**config.mk**
```make
export PLATFORM = sky130hd
export DESIGN_NAME = rdpc_reset_debug_pins
export DESIGN_NICKNAME = d
export VERILOG_FILES = /design/src/verilog/rdpc_pkg.sv /design/src/verilog/rdpc_reset_debug_pins.sv /design/src/verilog/rdpc_bit_timer.sv
export SDC_FILE = /design/constraint.sdc
export NUM_CORES = 1
export LEC_CHECK = 0
export ABC_AREA = 1
export CAP_MARGIN = 10
export CORE_MARGIN = 5
export CORE_UTILIZATION = 50
export DETAILED_ROUTE_END_ITERATION = 6
export DONT_BUFFER_PORTS = 1
export PLACE_DENSITY = 0.68
export SYNTH_ARGS = -nofsm -noshare
export SYNTH_HDL_FRONTEND = slang
export SYNTH_SLANG_ARGS = --single-unit
```
**constraint.sdc**
```tcl
create_clock -name i_clk -period 1.4 [get_ports i_clk]
set_input_delay 0.07 -clock i_clk [delete_from_list [all_inputs] [get_ports i_clk]]
set_output_delay 0.07 -clock i_clk [all_outputs]
set_load 0.1 [all_outputs]
```
**src/verilog/rdpc_pkg.sv**
```systemverilog
package rdpc_pkg;

   // register window
   localparam int ADDR_W = 8;
   localparam logic [7:0] OFS_OPT_A = 8'h00;
   localparam logic [7:0] OFS_OPT_B = 8'h04;
   localparam logic [7:0] OFS_PULL_EN = 8'h08;
   localparam logic [7:0] OFS_KEYPAD = 8'h0c;
   localparam logic [7:0] OFS_FORCE = 8'h10;
   localparam logic [7:0] OFS_STATUS = 8'h14;

   // system_option_reg_a fields
   localparam int BIT_RST_SEL = 0;
   localparam int BIT_DBG_SEL = 1;
   localparam int BIT_IRQ_SEL = 2;
   localparam int BIT_IRQ_PDD = 3;
   // option reg b fields
   localparam int BIT_TWI_RELOC = 0;
   // debug_force_reset_reg fields
   localparam int BIT_FORCE = 0;
   // keypad register fields
   localparam int KEY_EN_LSB = 0;
   localparam int KEY_EDGE_LSB = 8;
   // status register fields
   localparam int ST_HALT_BIT = 0;
   localparam int ST_CAUSE_LSB = 1;
   localparam int ST_INRST_BIT = 3;

   // reset values
   localparam logic RST_DBG_SEL = 1'b1;
   localparam logic RST_OFF = 1'b0;
   localparam logic [31:0] RDATA_ZERO = 32'h0000_0000;

   // bus encodings
   localparam logic [2:0] HSIZE_WORD = 3'b010;
   localparam logic HRESP_OKAY = 1'b0;

   // pin counts and positions
   localparam int PA_PINS = 6;
   localparam int KEY_PINS = 4;
   localparam int PA4 = 4;
   localparam int PA5 = 5;

   // timing counts
   localparam int BIT_CYCLES = 16;
   localparam int RST_HOLD_CYCLES = 8;

   typedef enum logic [1:0] {CAUSE_POR, CAUSE_PIN, CAUSE_FORCE} rdpc_cause_t;
   typedef enum logic {ST_RUN, ST_HOLD} rdpc_rst_state_t;

   typedef struct packed {
      logic [PA_PINS-1:0] up;
      logic [PA_PINS-1:0] dn;
   } rdpc_pull_t;

   typedef struct packed {
      logic pa5_reset;
      logic pa5_irq;
      logic pa4_mode_sel;
      logic pa4_debug;
      logic twi_alt;
   } rdpc_pin_fn_t;

endpackage

```
**src/verilog/rdpc_reset_debug_pins.sv**
```systemverilog
// Summary of operation
// power-on leaves shared reset pin as port
// reset_pin_select turns pin into sticky reset
// reset pin low resets the whole device
// reset function forces its pullup on
// pin reset always returns to user mode
// mode pin sampled during power-on/forced reset
// debug function on pin after every reset
// every reset sets debug_pin_select
// debug_pin_select forces debug pin pullup
// mode pin high gives normal mode
// mode pin low gives active background mode
// forced reset with pin low enters halt
// debug bit lasts sixteen clock cycles
// irq function pullup follows irq_pull_disable
// keypad edge select turns pullup into pulldown
// two-wire pins default, relocatable by software
// option registers run on the bus clock
// mode flag captured at internal reset release
//
// Implementation choices: the AHB-Lite register port and the register offsets.
`timescale 1ns/10ps
module rdpc_reset_debug_pins #(
   parameter int RST_HOLD_CYCLES = rdpc_pkg::RST_HOLD_CYCLES,
   parameter int BIT_CYCLES = rdpc_pkg::BIT_CYCLES
) (
   input wire logic i_clk,
   input wire logic i_rstn,
   input wire logic i_hsel,
   input wire logic [31:0] i_haddr,
   input wire logic [1:0] i_htrans,
   input wire logic i_hwrite,
   input wire logic [2:0] i_hsize,
   input wire logic [31:0] i_hwdata,
   input wire logic i_hready,
   output logic o_hreadyout,
   output logic o_hresp,
   output logic [31:0] o_hrdata,
   input wire logic i_pa5_pin,
   input wire logic i_pa4_pin,
   input wire logic i_dctl_out,
   input wire logic i_dctl_oe,
   input wire logic i_pa4_port_out,
   input wire logic i_pa4_port_oe,
   output logic o_pa4_out,
   output logic o_pa4_oe,
   output rdpc_pkg::rdpc_pull_t o_pull,
   output rdpc_pkg::rdpc_pin_fn_t o_pin_fn,
   output logic o_irq_level,
   output logic o_int_rst_n,
   output logic o_halt_mode,
   output logic o_dbg_bit_sample,
   output logic o_dbg_bit_end,
   output logic o_dbg_rx_bit
);
   localparam int HCW = $clog2(RST_HOLD_CYCLES + 1);
   localparam logic [HCW-1:0] HOLD_LAST = HCW'(RST_HOLD_CYCLES - 1);
   localparam logic [HCW-1:0] HOLD_ONE = HCW'(1);
   localparam int KW = rdpc_pkg::KEY_PINS;
   localparam int PW = rdpc_pkg::PA_PINS;

   // address match, shared by the read and write paths
   function automatic logic addr_is(input logic [rdpc_pkg::ADDR_W-1:0] a, input logic [7:0] ofs);
      addr_is = (a == ofs);
   endfunction

   rdpc_pkg::rdpc_rst_state_t state;
   rdpc_pkg::rdpc_cause_t cause;
   logic [HCW-1:0] hold_cnt;
   logic int_rst;
   logic release_now;
   logic pin_rst_req;
   logic force_req;

   logic reset_pin_select;
   logic debug_pin_select;
   logic irq_pin_select;
   logic irq_pull_disable;
   logic two_wire_pin_relocate;
   logic [PW-1:0] pull_en;
   logic [KW-1:0] keypad_pin_enable;
   logic [KW-1:0] keypad_edge_select;

   logic dp_valid;
   logic dp_write;
   logic [rdpc_pkg::ADDR_W-1:0] dp_addr;
   logic ap_take;
   logic wr_ok;
   logic [31:0] next_rdata;

   logic mode_sel_fn;
   logic [PW-1:0] next_pull_up;
   logic [PW-1:0] next_pull_dn;
   logic pin_prev;
   logic bit_start;
   logic bit_busy;
   logic bit_sample;

   // zero-wait slave, always okay
   assign o_hreadyout = 1'b1;
   assign o_hresp = rdpc_pkg::HRESP_OKAY;

   // address phase: only word transfers are taken
   assign ap_take = i_hsel && i_htrans[1] && i_hready && (i_hsize == rdpc_pkg::HSIZE_WORD);

   // data phase bookkeeping, bus clock domain
   always_ff @(posedge i_clk or negedge i_rstn) begin
      if (!i_rstn) begin
         dp_valid <= 1'b0;
         dp_write <= 1'b0;
         dp_addr <= '0;
      end else if (i_hready) begin
         dp_valid <= ap_take;
         dp_write <= i_hwrite;
         dp_addr <= i_haddr[rdpc_pkg::ADDR_W-1:0];
      end
   end

   // writes land in the data phase, none while internal reset holds
   assign wr_ok = dp_valid && dp_write && !int_rst;

   // reset pin low while selected as reset input
   assign pin_rst_req = reset_pin_select && !i_pa5_pin;
   assign int_rst = (state == rdpc_pkg::ST_HOLD);
   assign release_now = int_rst && (hold_cnt == HOLD_LAST) && !pin_rst_req;

   // software writes 1 to request a forced reset
   assign force_req = wr_ok && addr_is(dp_addr, rdpc_pkg::OFS_FORCE) && i_hwdata[rdpc_pkg::BIT_FORCE];

   // reset sequencer: hold internal reset, remember its source
   always_ff @(posedge i_clk or negedge i_rstn) begin
      if (!i_rstn) begin
         state <= rdpc_pkg::ST_HOLD;
         hold_cnt <= '0;
         cause <= rdpc_pkg::CAUSE_POR;
      end else begin
         case (state)
            rdpc_pkg::ST_RUN: begin
               hold_cnt <= '0;
               if (pin_rst_req) begin
                  state <= rdpc_pkg::ST_HOLD;
                  cause <= rdpc_pkg::CAUSE_PIN;
               end else if (force_req) begin
                  state <= rdpc_pkg::ST_HOLD;
                  cause <= rdpc_pkg::CAUSE_FORCE;
               end
            end
            rdpc_pkg::ST_HOLD: begin
               if (pin_rst_req) begin
                  hold_cnt <= '0;
                  cause <= rdpc_pkg::CAUSE_PIN;
               end else if (release_now) begin
                  state <= rdpc_pkg::ST_RUN;
               end else begin
                  hold_cnt <= hold_cnt + HOLD_ONE;
               end
            end
            default: begin
               state <= rdpc_pkg::ST_HOLD;
               hold_cnt <= '0;
            end
         endcase
      end
   end

   assign o_int_rst_n = !int_rst;

   // mode flag caught once at release; pin reset never selects halt
   always_ff @(posedge i_clk or negedge i_rstn) begin
      if (!i_rstn) begin
         o_halt_mode <= 1'b0;
      end else if (release_now) begin
         // low gives background mode, high gives normal mode
         o_halt_mode <= (cause != rdpc_pkg::CAUSE_PIN) && !i_pa4_pin;
      end
   end

   // reset_pin_select: set by software, cleared only by power-on
   always_ff @(posedge i_clk or negedge i_rstn) begin
      if (!i_rstn) begin
         reset_pin_select <= rdpc_pkg::RST_OFF;
      end else if (wr_ok && addr_is(dp_addr, rdpc_pkg::OFS_OPT_A) && i_hwdata[rdpc_pkg::BIT_RST_SEL]) begin
         reset_pin_select <= 1'b1;
      end
   end

   // debug_pin_select: set by every reset, software may clear
   always_ff @(posedge i_clk or negedge i_rstn) begin
      if (!i_rstn) begin
         debug_pin_select <= rdpc_pkg::RST_DBG_SEL;
      end else if (int_rst) begin
         debug_pin_select <= rdpc_pkg::RST_DBG_SEL;
      end else if (wr_ok && addr_is(dp_addr, rdpc_pkg::OFS_OPT_A)) begin
         debug_pin_select <= i_hwdata[rdpc_pkg::BIT_DBG_SEL];
      end
   end

   // irq pin options
   always_ff @(posedge i_clk or negedge i_rstn) begin
      if (!i_rstn) begin
         irq_pin_select <= rdpc_pkg::RST_OFF;
         irq_pull_disable <= rdpc_pkg::RST_OFF;
      end else if (int_rst) begin
         irq_pin_select <= rdpc_pkg::RST_OFF;
         irq_pull_disable <= rdpc_pkg::RST_OFF;
      end else if (wr_ok && addr_is(dp_addr, rdpc_pkg::OFS_OPT_A)) begin
         irq_pin_select <= i_hwdata[rdpc_pkg::BIT_IRQ_SEL];
         irq_pull_disable <= i_hwdata[rdpc_pkg::BIT_IRQ_PDD];
      end
   end

   // two-wire pin location, default on port_a_bit2/3
   always_ff @(posedge i_clk or negedge i_rstn) begin
      if (!i_rstn) begin
         two_wire_pin_relocate <= rdpc_pkg::RST_OFF;
      end else if (int_rst) begin
         two_wire_pin_relocate <= rdpc_pkg::RST_OFF;
      end else if (wr_ok && addr_is(dp_addr, rdpc_pkg::OFS_OPT_B)) begin
         two_wire_pin_relocate <= i_hwdata[rdpc_pkg::BIT_TWI_RELOC];
      end
   end

   // port pull enables
   always_ff @(posedge i_clk or negedge i_rstn) begin
      if (!i_rstn) begin
         pull_en <= '0;
      end else if (int_rst) begin
         pull_en <= '0;
      end else if (wr_ok && addr_is(dp_addr, rdpc_pkg::OFS_PULL_EN)) begin
         pull_en <= i_hwdata[PW-1:0];
      end
   end

   // keypad enables and edge selects
   always_ff @(posedge i_clk or negedge i_rstn) begin
      if (!i_rstn) begin
         keypad_pin_enable <= '0;
         keypad_edge_select <= '0;
      end else if (int_rst) begin
         keypad_pin_enable <= '0;
         keypad_edge_select <= '0;
      end else if (wr_ok && addr_is(dp_addr, rdpc_pkg::OFS_KEYPAD)) begin
         keypad_pin_enable <= i_hwdata[rdpc_pkg::KEY_EN_LSB +: KW];
         keypad_edge_select <= i_hwdata[rdpc_pkg::KEY_EDGE_LSB +: KW];
      end
   end

   // read mux, evaluated in the address phase
   always_comb begin
      next_rdata = rdpc_pkg::RDATA_ZERO;
      if (addr_is(i_haddr[rdpc_pkg::ADDR_W-1:0], rdpc_pkg::OFS_OPT_A)) begin
         next_rdata[rdpc_pkg::BIT_RST_SEL] = reset_pin_select;
         next_rdata[rdpc_pkg::BIT_DBG_SEL] = debug_pin_select;
         next_rdata[rdpc_pkg::BIT_IRQ_SEL] = irq_pin_select;
         next_rdata[rdpc_pkg::BIT_IRQ_PDD] = irq_pull_disable;
      end else if (addr_is(i_haddr[rdpc_pkg::ADDR_W-1:0], rdpc_pkg::OFS_OPT_B)) begin
         next_rdata[rdpc_pkg::BIT_TWI_RELOC] = two_wire_pin_relocate;
      end else if (addr_is(i_haddr[rdpc_pkg::ADDR_W-1:0], rdpc_pkg::OFS_PULL_EN)) begin
         next_rdata[PW-1:0] = pull_en;
      end else if (addr_is(i_haddr[rdpc_pkg::ADDR_W-1:0], rdpc_pkg::OFS_KEYPAD)) begin
         next_rdata[rdpc_pkg::KEY_EN_LSB +: KW] = keypad_pin_enable;
         next_rdata[rdpc_pkg::KEY_EDGE_LSB +: KW] = keypad_edge_select;
      end else if (addr_is(i_haddr[rdpc_pkg::ADDR_W-1:0], rdpc_pkg::OFS_STATUS)) begin
         next_rdata[rdpc_pkg::ST_HALT_BIT] = o_halt_mode;
         next_rdata[rdpc_pkg::ST_CAUSE_LSB +: 2] = cause;
         next_rdata[rdpc_pkg::ST_INRST_BIT] = int_rst;
      end
   end

   // read data registered for the data phase
   always_ff @(posedge i_clk or negedge i_rstn) begin
      if (!i_rstn) begin
         o_hrdata <= rdpc_pkg::RDATA_ZERO;
      end else if (ap_take && !i_hwrite) begin
         o_hrdata <= next_rdata;
      end
   end

   // mode-select only while a power-on or forced reset holds
   assign mode_sel_fn = int_rst && (cause != rdpc_pkg::CAUSE_PIN);

   // pin function map; reset beats irq beats port on the shared pin
   always_ff @(posedge i_clk or negedge i_rstn) begin
      if (!i_rstn) begin
         o_pin_fn <= '0;
      end else begin
         o_pin_fn.pa5_reset <= reset_pin_select;
         o_pin_fn.pa5_irq <= !reset_pin_select && irq_pin_select;
         o_pin_fn.pa4_mode_sel <= mode_sel_fn;
         o_pin_fn.pa4_debug <= !mode_sel_fn && debug_pin_select;
         o_pin_fn.twi_alt <= two_wire_pin_relocate;
      end
   end

   // irq input level seen by the interrupt logic
   always_ff @(posedge i_clk or negedge i_rstn) begin
      if (!i_rstn) begin
         o_irq_level <= 1'b1;
      end else begin
         o_irq_level <= (!reset_pin_select && irq_pin_select) ? i_pa5_pin : 1'b1;
      end
   end

   // pull resolution for keypad-capable pins
   genvar g;
   generate
      for (g = 0; g < KW; g = g + 1) begin : g_key_pull
         always_comb begin
            next_pull_up[g] = pull_en[g] && !(keypad_pin_enable[g] && keypad_edge_select[g]);
            next_pull_dn[g] = pull_en[g] && keypad_pin_enable[g] && keypad_edge_select[g];
         end
      end
   endgenerate

   // debug pin pull forced on while debug function selected
   always_comb begin
      next_pull_dn[rdpc_pkg::PA4] = 1'b0;
      next_pull_up[rdpc_pkg::PA4] = debug_pin_select || mode_sel_fn || pull_en[rdpc_pkg::PA4];
   end

   // shared reset/irq pin pull: reset forces on, irq follows its bit
   always_comb begin
      next_pull_dn[rdpc_pkg::PA5] = 1'b0;
      if (reset_pin_select) begin
         next_pull_up[rdpc_pkg::PA5] = 1'b1;
      end else if (irq_pin_select) begin
         next_pull_up[rdpc_pkg::PA5] = !irq_pull_disable;
      end else begin
         next_pull_up[rdpc_pkg::PA5] = pull_en[rdpc_pkg::PA5];
      end
   end

   // pull controls registered towards the pads
   always_ff @(posedge i_clk or negedge i_rstn) begin
      if (!i_rstn) begin
         o_pull <= '0;
      end else begin
         o_pull.up <= next_pull_up;
         o_pull.dn <= next_pull_dn;
      end
   end

   // debug pin driver: controller while debug, port otherwise, never in mode-select
   always_ff @(posedge i_clk or negedge i_rstn) begin
      if (!i_rstn) begin
         o_pa4_out <= 1'b0;
         o_pa4_oe <= 1'b0;
      end else if (mode_sel_fn) begin
         o_pa4_out <= 1'b0;
         o_pa4_oe <= 1'b0;
      end else if (debug_pin_select) begin
         o_pa4_out <= i_dctl_out;
         o_pa4_oe <= i_dctl_oe;
      end else begin
         o_pa4_out <= i_pa4_port_out;
         o_pa4_oe <= i_pa4_port_oe;
      end
   end

   // falling edge on the debug wire starts a bit time
   always_ff @(posedge i_clk or negedge i_rstn) begin
      if (!i_rstn) begin
         pin_prev <= 1'b1;
      end else begin
         pin_prev <= i_pa4_pin;
      end
   end

   assign bit_start = debug_pin_select && !int_rst && pin_prev && !i_pa4_pin && !bit_busy;

   // bit timer of sixteen debug clocks
   rdpc_bit_timer #(
      .BIT_CYCLES(BIT_CYCLES)
   ) rdpc_bit_timer_inst (
      .i_clk(i_clk),
      .i_rstn(i_rstn),
      .i_start(bit_start),
      .o_busy(bit_busy),
      .o_sample(bit_sample),
      .o_bit_end(o_dbg_bit_end)
   );

   assign o_dbg_bit_sample = bit_sample;

   // received bit level taken at the mid-bit strobe
   always_ff @(posedge i_clk or negedge i_rstn) begin
      if (!i_rstn) begin
         o_dbg_rx_bit <= 1'b1;
      end else if (bit_sample) begin
         o_dbg_rx_bit <= i_pa4_pin;
      end
   end

endmodule

```
**src/verilog/rdpc_bit_timer.sv**
```systemverilog
`timescale 1ns/10ps
module rdpc_bit_timer #(
   parameter int BIT_CYCLES = rdpc_pkg::BIT_CYCLES
) (
   input wire logic i_clk,
   input wire logic i_rstn,
   input wire logic i_start,
   output logic o_busy,
   output logic o_sample,
   output logic o_bit_end
);
   localparam int CW = $clog2(BIT_CYCLES);
   localparam logic [CW-1:0] LAST = CW'(BIT_CYCLES - 1);
   localparam logic [CW-1:0] MID = CW'(BIT_CYCLES / 2 - 1);
   localparam logic [CW-1:0] ONE = CW'(1);

   logic [CW-1:0] cnt;

   // one bit time of the debug wire, started by a falling edge
   always_ff @(posedge i_clk or negedge i_rstn) begin
      if (!i_rstn) begin
         o_busy <= 1'b0;
         cnt <= '0;
      end else if (!o_busy) begin
         if (i_start) begin
            o_busy <= 1'b1;
            cnt <= '0;
         end
      end else begin
         if (cnt == LAST) begin
            o_busy <= 1'b0;
         end
         cnt <= cnt + ONE;
      end
   end

   // registered strobes: mid-bit sample and end of bit
   always_ff @(posedge i_clk or negedge i_rstn) begin
      if (!i_rstn) begin
         o_sample <= 1'b0;
         o_bit_end <= 1'b0;
      end else begin
         o_sample <= o_busy && (cnt == MID);
         o_bit_end <= o_busy && (cnt == LAST);
      end
   end
endmodule

```
==> results.md <==
* Layout overhead on the synthesized area at 28.1%
* Syn Inst Count at approximately 370
* Unrepaired setup endpoints after global routing: yes
* Post-synthesis register bit count at 74
* Slew @ Worst Pin at roughly 0.57 ns
* Pre-Repair DR Iteration Count at 4
* CTS root buf: clkbuf_8
* Routed wire length per instance at around 15 microns
* Synth Area in XOR/XNOR at 0.00262
* Fill cells at between 400 and 500
* Failing checks: negative hold slack
* Sequential cell area at 1860 sq um
* Hpwl dp at 5400 microns
* Cts bufs inserted at 9
* Critical path fanouts, max at 12
* Sequential area share after synthesis at 0.556
* Synthesized area at between 3000 and 4000 sq um
* Syn. warnings at 0
* # IOs at about 140
* Clock Skew at between 0.01 and 0.015 ns
* Post-synth cell types at 35
* VDD IR max at 539 uV
* Via count at 2,713
* First-pass GRT wire length at 12,400 microns
* Crit path time final at 1.35 ns
* Max-cap violations at 0
* P_leak at 2.06 nW
* Starting Density at 0.520
* Vias/cell at 5.11
* Initial drt markers at 131
* Final Util at 0.666
* Vias in the first global route at about 2,600
* TritonCTS sink count at 74
* Crit path from: dp_addr[0]$_DFFE_PN0P_
* Main combinational cell family by area after synthesis: simple AND/OR/NAND/NOR gates
* Simple-gate share of the synthesized area at 0.212
* Detail Route met2 WL at 3860 microns
* Setup violators final at 0
* Chip width at 91.8 microns
* Core Region at 6420 sq um
* FP Rows at 29
* Clock Latency Late Sink at between 0.3 and 0.4 ns
* Clock transition at path regs at ~0.08 ns
* Top routing layer used: met4
* Antenna viol nets, final at 0
* Adder-cell share of the synthesized area at 0.00749
* Final hold violation count at 74
* Worst setup EP type: flip-flop
* PortBufs at 0
* DR DRC count at 0
* Diode count at 0
* CTS tree: done
* Synth Area in Compound Gates at 0.0992
* WP data required at 1.65 ns
* GR Overflow Total at 0
* R2R Path Start: dp_addr[0]$_DFFE_PN0P_
* Multi-input logic area at ~1300 sq um
* Share of cells above drive strength 1 at 0.205
* Bufs on Longest Clock Path at 2
* Die Ht at 91.8 microns
* Fin. max-slew vios at 0
* Metal3 WL at 500 microns
* Final WL at between 7000 and 8000 microns
* H-tree depth at 3
* Critical path arrival at ~1.6 ns
* Met1 Wirelength at 3230 microns
* Final hold slack at -0.599 ns
* GRT Overall Usage at 0.188
* Mux cell area share after synthesis at 0.00337
* Slew margin rel. at 0.617
* Mean Syn Cell Area at 8.94 sq um
* Tot Pwr at 5.24 mW
* Hold Crit Class: input port to async pin
* Status: complete, but fails checks
* Cell Pwr Density at between 1000 and 1500 nW/um^2
* Die area at 8420 sq um
* Nets at 531
* Critical path launch point type: flip-flop
* Max Freq at roughly 0.74 GHz
* Critical path type: flip-flop to flip-flop
* Initial antenna violation count at 0
* Final Cycle Share at 0.966
* Global placement routability congestion at about 0.89
* Largest net degree at the start of global routing at 75
cell families (layout without fill, tap and decap cells):
group / after synthesis / count (layout)
other: 2 / 26
xor gates and xnor gates: 1 / 1
DFF: 74 / 74
muxes: 1 / 1
adders and majority gates: 2 / 2
buffers and inverters: 76 / 132
and+or+nand+nor: 158 / 158
AOI/OAI and AO/OA: 60 / 60
flip-flops by register name (all words and copies together) (netlist names), 2 cells and up:
name                     count
cause                        2
dp_addr                      8
hold_cnt                     4
keypad_edge_select           4
keypad_pin_enable            4
o_hrdata                    10
o_pin_fn                     5
o_pull                      10
pull_en                      6
rdpc_bit_timer_inst.cnt      4
cell usage in the layout (no fill, tap or decap), drive strengths merged:
cell type,n
nand2,69
a22oi,2
o21ai,35
nor2,34
dfrtp,69
nand3,44
ha,2
xor2,1
dfstp,5
a31oi,1
clkbuf,10
inv,44
mux2,1
clkinv,3
a21oi,18
nand4,5
bufinv,4
dlygate4sd3,28
o211ai,1
or2,2
o31ai,1
buf,43
conb,26
nor3,4
o21a,2
repair_timing:
action	CTS	global route
setup endpoints to repair	7	25
hold endpoints to repair	117	75
pin swaps	0	7
setup buffers	0	2
resized for setup	2	21
hold buffers	27	1
cell type report:
type / count / share of cell area
Sequential cell: 74 / 0.434
Multi-Input combinational cell: 248 / 0.296
Timing Repair Buffer: 71 / 0.143
Inverter: 45 / 0.0400
Clock buffer: 10 / 0.0322
Clock inverter: 6 / 0.0322
Tap cell: 77 / 0.0225
metal layers:
| layer | vias to the layer above | GRT usage |
|---|---|---|
| met5 | - | 0 |
| met4 | 0 | 0.101 |
| met3 | 23 | 0.0565 |
| met2 | 92 | 0.309 |
| met1 | 1287 | 0.221 |
| li1 | 1311 | - |
cells in the mapped netlist:
cell,count,area [sq um]
a21oi_1,18,90.1
a22oi_1,2,15.0
a31oi_1,1,6.26
buf_1,1,3.75
buf_2,1,5.00
buf_4,26,195
buf_6,1,11.3
clkbuf_1,2,7.51
clkinv_1,1,3.75
clkinv_2,1,5.00
conb_1,2,7.51
dfrtp_1,69,1730
dfstp_2,5,131
ha_1,2,25.0
inv_1,42,158
inv_2,1,3.75
mux2_2,1,11.3
nand2_1,67,251
nand2_2,2,12.5
nand3_1,43,215
nand3_4,1,17.5
nand4_1,5,31.3
nor2_1,33,124
nor2_2,1,6.26
nor3_1,2,10.0
nor3_2,1,10.0
nor3_4,1,16.3
o211ai_1,1,7.51
o21a_1,2,15.0
o21ai_0,27,135
o21ai_1,4,20.0
o21ai_2,4,35.0
o31ai_1,1,7.51
or2_2,2,12.5
xor2_1,1,8.76
per-stage QoR:
step | worst slack, ns | TNS (ns) | cell area [sq um] | instances
3_3_place_gp | -0.0131 | -0.0412 | 3610 | 485
6_report | 0.0483 | 0 | 4280 | 531
3_5_place_dp | -0.0231 | -0.106 | 3610 | 485
2_1_floorplan | 0.0391 | 0 | 3440 | 398
4_1_cts | -0.0167 | -0.0354 | 4170 | 528
5_1_grt | -0.0339 | -0.0537 | 4280 | 531
power breakdown:
group	switching, mW	internal (mW)
combinational	0.584	0.162
clock	0.796	1.42
sequential	0.0621	2.22
worst paths after layout:
check / slack [ns] / endpoint / cells past startpoint
min in group i_clk: 0.08 / o_hrdata[3]$_DFFE_PN0P_ / 5
worst min register to register: 0.43 / rdpc_bit_timer_inst.o_sample$_DFF_PN0_ / 1
worst max register to register: 0.05 / keypad_pin_enable[2]$_DFFE_PN0P_ / 7
worst max-delay path: 0.05 / keypad_pin_enable[2]$_DFFE_PN0P_ / 7
worst min-delay path: -0.60 / o_pull[9]$_DFF_PN0_ / 0
max in group asynchronous: 1.81 / pin_prev$_DFF_PN1_ / 0
critical path, stage by stage (launching register included):
cell,delay (ns)
dfrtp_1,0.39
nor2_2,0.15
inv_2,0.08
nor3_4,0.22
buf_4,0.17
nand2_8,0.09
nand3_1,0.09
o21ai_2,0.05
Power figures use the tool's default switching activity.
